**src/logic/vpsc_pkg.sv**
```systemverilog
// Package for the emulated PHY special control/status register.
// Assumes a single system clock domain; imported by the design only, not by the bench.
package vpsc_pkg;
  // Register placement in the system register space
  localparam logic [11:0] VPSC_REG_OFFSET   = 12'h1DC;
  localparam logic [4:0]  VPSC_REG_INDEX    = 5'h1F;
  // Field positions
  localparam int          VPSC_LOOPBACK_BIT = 14;
  localparam int          VPSC_COLTEST_BIT  = 7;
  localparam int          VPSC_DUPLEX_BIT   = 4;
  localparam int          VPSC_SPEED_HI     = 3;
  localparam int          VPSC_SPEED_LO     = 2;
  localparam int          VPSC_HBDIS_BIT    = 0;
  // Reset values
  localparam logic        VPSC_LOOPBACK_RST = 1'h0;
  localparam logic        VPSC_COLTEST_RST  = 1'h0;
  // Speed codes of bits 3:2
  localparam logic [1:0]  VPSC_SPEED_10     = 2'h1;
  localparam logic [1:0]  VPSC_SPEED_100    = 2'h2;
endpackage : vpsc_pkg

```
**src/logic/vpsc_special_ctrl.sv**
```systemverilog
// Emulated PHY special control/status register and its datapath effects.
// Assumes system-clock access ports, a same-clock emulated PHY core, and
// strap input arriving from a pin.
// Address decode of the register offset sits outside; reg_wr and reg_rd
// arrive already qualified. Reserved bits are never stored at all.
// The strap is judged only once its synchroniser has filled, so bit 0 of a write
// in the first few clocks after reset is overridden by the strap load.
//
// Operation
// [RULE1] Loopback bit returns host transmissions into engine
// [RULE2] Collision test asserts collision during engine transmit
// [RULE3] Bits 4:2 report duplex and speed
// [RULE4] Bit 0 one disables heartbeat test
// [RULE5] 32-bit word, 16-bit view over management
// [RULE6] Autoneg enabled: indication from negotiation result
// [RULE7] Autoneg off: indication from basic control bits
// [RULE8] Emulated PHY reset clears resettable bits
// [RULE9] Heartbeat disable resets from strap level
// [RULE10] Reserved bits read zero; no reserved code
`timescale 1ns/100ps
`default_nettype none
module vpsc_special_ctrl
  import vpsc_pkg::*;
(
  input  wire logic        clk,
  input  wire logic        rst,
  // System register access, one aligned word
  input  wire logic        reg_wr,
  input  wire logic        reg_rd,
  input  wire logic [31:0] reg_wdata,
  output logic      [31:0] reg_rdata,
  // Management (serial) access, 16-bit view
  input  wire logic        mgmt_wr,
  input  wire logic [15:0] mgmt_wdata,
  output logic      [15:0] mgmt_rdata,
  // Emulated PHY context
  input  wire logic        emulated_autoneg_enable,
  input  wire logic        emulated_speed_select_low,
  input  wire logic        emulated_duplex_mode,
  input  wire logic        autoneg_full_duplex,
  input  wire logic        autoneg_speed_100,
  input  wire logic        emulated_phy_reset_bit,
  input  wire logic        emulated_phy_reset_req,
  input  wire logic        heartbeat_disable_strap,
  // Host port datapath
  input  wire logic        host_tx_valid,
  input  wire logic [7:0]  host_tx_data,
  input  wire logic        engine_tx_active,
  output logic             host_side_tx_valid,
  output logic      [7:0]  host_side_tx_data,
  output logic             engine_rx_valid,
  output logic      [7:0]  engine_rx_data,
  output logic             host_collision,
  output logic             heartbeat_test_disable
);
  // Control bits held by the register
  logic        loopback_en;
  logic        collision_test_en;
  logic        hb_disable;
  // Strap synchroniser, its fill marker and the one-shot load flag
  logic [2:0]  strap_sync;
  logic [2:0]  strap_fill;
  logic        strap_settled;
  logic        strap_loaded;
  // Speed/duplex indication and the assembled read image
  logic        speed_100;
  logic        full_duplex;
  logic [15:0] reg_view;
  // Write path shared by both access ports
  logic        any_wr;
  logic [15:0] wdata;
  logic        wr_loopback;
  logic        wr_coltest;
  logic        wr_hbdis;
  logic        phy_soft_reset;

  // Either access port may write; management wins if both coincide
  // Only the low half of a system word ever reaches the register
  assign any_wr = mgmt_wr | reg_wr;
  assign wdata  = mgmt_wr ? mgmt_wdata : reg_wdata[15:0];
  assign phy_soft_reset = emulated_phy_reset_req & emulated_phy_reset_bit; // RULE8

  // Writable fields picked out once; the reserved bits fall away here
  assign wr_loopback = wdata[VPSC_LOOPBACK_BIT]; // RULE10
  assign wr_coltest  = wdata[VPSC_COLTEST_BIT];
  assign wr_hbdis    = wdata[VPSC_HBDIS_BIT];

  // Strap passes three flops; load once second and third agree
  // The pin is asynchronous, so the first stage may go metastable
  always_ff @(posedge clk or posedge rst)
  begin
    if (rst)
      strap_sync <= 3'h0;
    else
      strap_sync <= {strap_sync[1:0], heartbeat_disable_strap};
  end

  // Fill marker: a one walks in behind reset, so the cleared
  // synchroniser stages are never mistaken for the strap level
  always_ff @(posedge clk or posedge rst)
  begin
    if (rst)
      strap_fill <= 3'h0;
    else
      strap_fill <= {strap_fill[1:0], 1'h1};
  end

  // Strap level counts once filled and the last two stages agree
  assign strap_settled = strap_fill[2] && (strap_sync[2] == strap_sync[1]); // RULE9

  // Loopback control
  // Soft reset outranks a write landing in the same cycle
  always_ff @(posedge clk or posedge rst)
  begin
    if (rst)
      loopback_en <= VPSC_LOOPBACK_RST;
    else if (phy_soft_reset)
      loopback_en <= VPSC_LOOPBACK_RST; // RULE8
    else if (any_wr)
      loopback_en <= wr_loopback; // RULE1
  end

  // Collision test control
  // Intended for use with loopback on; nothing here enforces that
  always_ff @(posedge clk or posedge rst)
  begin
    if (rst)
      collision_test_en <= VPSC_COLTEST_RST;
    else if (phy_soft_reset)
      collision_test_en <= VPSC_COLTEST_RST; // RULE8
    else if (any_wr)
      collision_test_en <= wr_coltest; // RULE2
  end

  // Heartbeat disable; strap level captured after reset release, not at it
  always_ff @(posedge clk or posedge rst)
  begin
    if (rst)
    begin
      hb_disable   <= 1'h0;
      strap_loaded <= 1'h0;
    end
    else if (!strap_loaded && strap_settled)
    begin
      hb_disable   <= strap_sync[2]; // RULE9
      strap_loaded <= 1'h1;
    end
    else if (phy_soft_reset)
      hb_disable <= strap_sync[2]; // RULE9
    else if (any_wr)
      hb_disable <= wr_hbdis; // RULE4
  end

  // Speed/duplex source select; two valid codes only, never reserved
  // A mux, not a stored copy, so the field follows its source with no lag
  assign speed_100   = emulated_autoneg_enable ? autoneg_speed_100 : emulated_speed_select_low; // RULE6 RULE7
  assign full_duplex = emulated_autoneg_enable ? autoneg_full_duplex : emulated_duplex_mode; // RULE6 RULE7

  // Read view: reserved bits tied to zero
  // One image built from the live bits serves both access paths
  always_comb
  begin
    reg_view = 16'h0000; // RULE10
    reg_view[VPSC_LOOPBACK_BIT] = loopback_en;
    reg_view[VPSC_COLTEST_BIT]  = collision_test_en;
    reg_view[VPSC_DUPLEX_BIT]   = full_duplex; // RULE3
    reg_view[VPSC_SPEED_HI:VPSC_SPEED_LO] = speed_100 ? VPSC_SPEED_100 : VPSC_SPEED_10; // RULE3 RULE10
    reg_view[VPSC_HBDIS_BIT]    = hb_disable;
  end

  // Management view refreshes every cycle, one clock behind the state
  always_ff @(posedge clk or posedge rst)
  begin
    if (rst)
      mgmt_rdata <= 16'h0000;
    else
      mgmt_rdata <= reg_view; // RULE5
  end

  // Word read captured only on request and held until the next one;
  // upper half pads the word with zeros
  always_ff @(posedge clk or posedge rst)
  begin
    if (rst)
      reg_rdata <= 32'h00000000;
    else if (reg_rd)
      reg_rdata <= {16'h0000, reg_view}; // RULE5
  end

  // Host side: frames pass only while loopback is off; data parked at
  // zero otherwise so no stale byte leaks toward the host
  always_ff @(posedge clk or posedge rst)
  begin
    if (rst)
    begin
      host_side_tx_valid <= 1'h0;
      host_side_tx_data  <= 8'h00;
    end
    else
    begin
      host_side_tx_valid <= host_tx_valid & ~loopback_en; // RULE1
      host_side_tx_data  <= loopback_en ? 8'h00 : host_tx_data; // RULE1
    end
  end

  // Engine side: far loopback returns host frames into the switch engine
  always_ff @(posedge clk or posedge rst)
  begin
    if (rst)
    begin
      engine_rx_valid <= 1'h0;
      engine_rx_data  <= 8'h00;
    end
    else
    begin
      engine_rx_valid <= host_tx_valid & loopback_en; // RULE1
      engine_rx_data  <= loopback_en ? host_tx_data : 8'h00; // RULE1
    end
  end

  // Collision follows engine transmit combinationally, no added latency
  assign host_collision         = collision_test_en & engine_tx_active; // RULE2

  // Heartbeat test control goes straight out of the register bit
  assign heartbeat_test_disable = hb_disable; // RULE4
endmodule : vpsc_special_ctrl
`default_nettype wire

```
**config.mk**
```make
export PLATFORM = sky130hd
export DESIGN_NAME = vpsc_special_ctrl
export DESIGN_NICKNAME = d
export VERILOG_FILES = /design/src/logic/vpsc_pkg.sv /design/src/logic/vpsc_special_ctrl.sv
export SDC_FILE = /design/constraint.sdc
export NUM_CORES = 1
export LEC_CHECK = 0
export BUFFER_PORTS_ARGS = -buffer_cell sky130_fd_sc_hd__buf_2
export CORE_UTILIZATION = 34
export CTS_BUF_LIST = sky130_fd_sc_hd__clkbuf_16
export DETAILED_ROUTE_END_ITERATION = 10
export GPL_TIMING_DRIVEN = 0
export PLACE_DENSITY = 0.75
export SLEW_MARGIN = 20
export SYNTH_ARGS = -nofsm -noshare
export SYNTH_HDL_FRONTEND = slang
export SYNTH_SLANG_ARGS = --single-unit
```
**constraint.sdc**
```tcl
create_clock -name clk -period 1 [get_ports clk]
set_input_delay 0.2 -clock clk [delete_from_list [all_inputs] [get_ports clk]]
set_output_delay 0.2 -clock clk [all_outputs]
set_load 0.1 [all_outputs]
```
==> summary.txt <==
Status
  • Status: complete, but fails checks
  • Failing checks: DRC, setup timing

STA
  • Worst Tran Pin Value: 0.8329 ns
  • Final period utilization: 117.3%
  • RSZ-0062 raised after global routing: yes
  • Final Hold Vio Count: 0
  • Final setup vio count: 34
  • Fin worst setup slack: -0.1734 ns
  • Fmax: 852.2 MHz
  • Fin crit period: 1.173 ns
  • Final Max Tran Viols: 0
  • Max transition margin: 44.36%
  • Setup TNS: -2.368 ns
  • Fin Hold WS: 0.03392 ns
  • Clock skew: 0.002516 ns

Min path
  • Hold Path Class: in -> reg
  • Worst Hold Launch: heartbeat_disable_strap

Final layout
  • Synth-to-Final Area Change: 64.75%
  • Share of layout cells above drive strength 1: 62.34%
  • Finished Core Util: 58.21%
  • Net count, final: 309
  • Final Cell Area: 2731 sq um
  • # diodes: 0
  • Non-Filler Instances: 293

Setup path
  • Setup slack, reg-to-reg: -0.17 ns
  • Cells on worst reg2reg path: 3
  • Reg2reg end: heartbeat_test_disable
  • Data arrival, critical path: 1.32 ns
  • Crit end category: flop
  • Critical path class: reg -> reg
  • Crit-path max FO: 4
  • Critical path data required time: 1.15 ns
  • Worst setup path endpoint: heartbeat_test_disable
  • Startpoint Class: flop
  • CP Launch Point: heartbeat_test_disable
  • Worst reg2reg startpoint: heartbeat_test_disable

Routing
  • Initial DRT Pass Iterations: 7
  • Residual DRC: 1
  • Drt initial violations: 24
  • ANT nets after route: 0
  • Vias per inst: 3.870
  • WL/cell: 10.95 microns
  • Drt total wl: 3208 microns
  • Vias: 1,134

Die
  • Initial Utilization: 35.33%
  • DIE WIDTH: 71.83 microns
  • Num rows: 25
  • DIE AREA: 5160 sq um
  • Core ar.: 4692 sq um
  • Chip height: 71.83 microns
  • Io pins: 139

Yosys
  • Synth top area share: 60.38%
  • Post-synth EDFFs: 0
  • Ys flop type: dfrtp_1
  • Yosys reg bits: 40
  • Synth area leader: dfrtp_1
  • YS warnings: 0
  • Async S/R FF share, synth: 100.0%
  • Post-Syn Area per Cell: 12.56 sq um
  • Synth area leaders: dfrtp_1, buf_4, and2_1, mux2_2, and2b_1
  • Commonest cells in the netlist: dfrtp_1, buf_4, and2_1, and2b_1, mux2_2
  • Register area share after synthesis: 60.38%
  • Yosys cell types: 23
  • Synthesized area: 1658 sq um
  • Gate Count Post-Synth: 132
  • Most numerous cell in the Yosys netlist: dfrtp_1

Place
  • GPL Wtd Cong: 0.6978
  • DP Area: 2210 sq um
  • Dpl cells: 280
  • # port buffers: 59
  • Hpwl dp: 2156 microns
  • Worst slack, placed: -0.2829 ns

Clock tree
  • Max Buffers Root-to-Sink: 2
  • Num CTS Buffers: 5
  • CTS Root Cell: clkbuf_16
  • Clock slew at reported path FFs: 0.05 ns
  • Skew-Pair Late Insertion Delay: 0.27 ns
  • # H-tree levels: 2
  • CTS Hold Bufs: 0
  • CTS tree: built
  • Sink Count: 40

Global route
  • Initial antenna violation count: 0
  • GRT Util Overall: 12.80%
  • Remaining global-route overflow: 0
  • First-pass GRT wire length: 4871 microns
  • Pin count of the biggest net entering global routing: 41
  • Vias in the first global route: 1,100

Flow run
  • Max-cap violations: 0

Power
  • Switch Pwr: 2.285 mW
  • Part of the power in registers: 33.9%
  • Combinational power share: 40.1%
  • Switching share of power: 41.20%
  • Clock share of power: 26.0%
  • IR drop worst, VDD: 1010 uV
  • Power Internal: 3.260 mW
  • Total Power: 5.545 mW
  • Lkg Pwr: 1.390 nW
  • PwrDens: 2030 nW/um^2
## metal layers
layer  track usage [%]  up-vias  share of wire, %
met5                 0        -                 0
met4             5.882        0              0.97
met3             5.345        5                11
met2             23.17       72                50
met1             12.67      503                38
li1                  -      554                 -
## layout by cell type, fill, tap and decap left out, types with 2 or more instances in the layout
| cell | n |
|---|---|
| buf_4 | 39 |
| conb_1 | 37 |
| buf_2 | 28 |
| dfrtp_2 | 26 |
| buf_6 | 15 |
| buf_8 | 12 |
| and2_1 | 11 |
| dfrtp_1 | 9 |
| buf_12 | 8 |
| and2b_1 | 6 |
| clkbuf_16 | 5 |
| dfrtp_4 | 5 |
| mux2_2 | 4 |
| inv_1 | 4 |
| nand2_1 | 4 |
| nor2b_1 | 3 |
| o21ai_1 | 3 |
| mux2i_1 | 2 |
| mux2_4 | 2 |
| nand2b_1 | 2 |
## area by class of cell
cell class                      instances  area (sq um)
Fill cell                             381          1961
Sequential cell                        40          1052
Timing Repair Buffer                   64         659.4
Multi-Input combinational cell         85         504.2
Buffer                                 39         296.5
Clock buffer                            5         125.1
Tap cell                               54         67.56
Inverter                                3         15.01
Clock inverter                          3         11.26
## flip-flops by register name (all words and copies together) (netlist names)
signal	cells
heartbeat_test_disable	1
strap_sync	3
mgmt_rdata	6
engine_rx_data	8
strap_fill	3
host_side_tx_valid	1
loopback_en	1
host_side_tx_data	8
strap_loaded	1
engine_rx_valid	1
reg_rdata	6
collision_test_en	1
## critical path, stage by stage, from the launching register on
cell and delay (ns):
dfrtp_4 0.49, mux2_4 0.29, o2111ai_2 0.16, o211ai_1 0.11
## kinds of logic after synthesis
kind of cell / count (synthesis) / share of synthesized area, %
buf+inv: 42 / 17.74
flops: 40 / 60.38
simple gates: 28 / 10.64
compound gates: 10 / 4.151
mux: 9 / 6.113
other cells: 2 / 0.4530
xor+xnor: 1 / 0.5284
## power by group through the flow
| stage | Clock, mW | Combinational (mW) | Sequential (mW) |
|---|---|---|---|
| 3_5_place_dp | 0 | 1.92 | 1.86 |
| 5_1_grt | 1.59 | 2.29 | 1.89 |
| 3_3_place_gp | 0 | 1.91 | 1.85 |
| 2_1_floorplan | 0 | 0.871 | 2.68 |
| 4_1_cts | 1.49 | 2.17 | 1.87 |
| 6_report | 1.44 | 2.22 | 1.88 |
## worst min-delay path by stage
stage                        endpoint  slack (ns)  cells past startpoint
finish                  strap_sync[0]        0.03                      1
global route            strap_sync[0]        0.04                      1
CTS                     strap_sync[0]        0.03                      1
detailed placement      strap_sync[0]        0.31                      1
global placement        strap_sync[0]        0.31                      1
floorplan           collision_test_en        0.18                      1
## what timing repair did
action | 4_1_cts | 5_1_grt
endpoints found under the setup margin | 53 | 41
resized for setup | 87 | 19
setup buffers | 4 | 1
pin swaps | 0 | 3
Power figures use the tool's default switching activity.
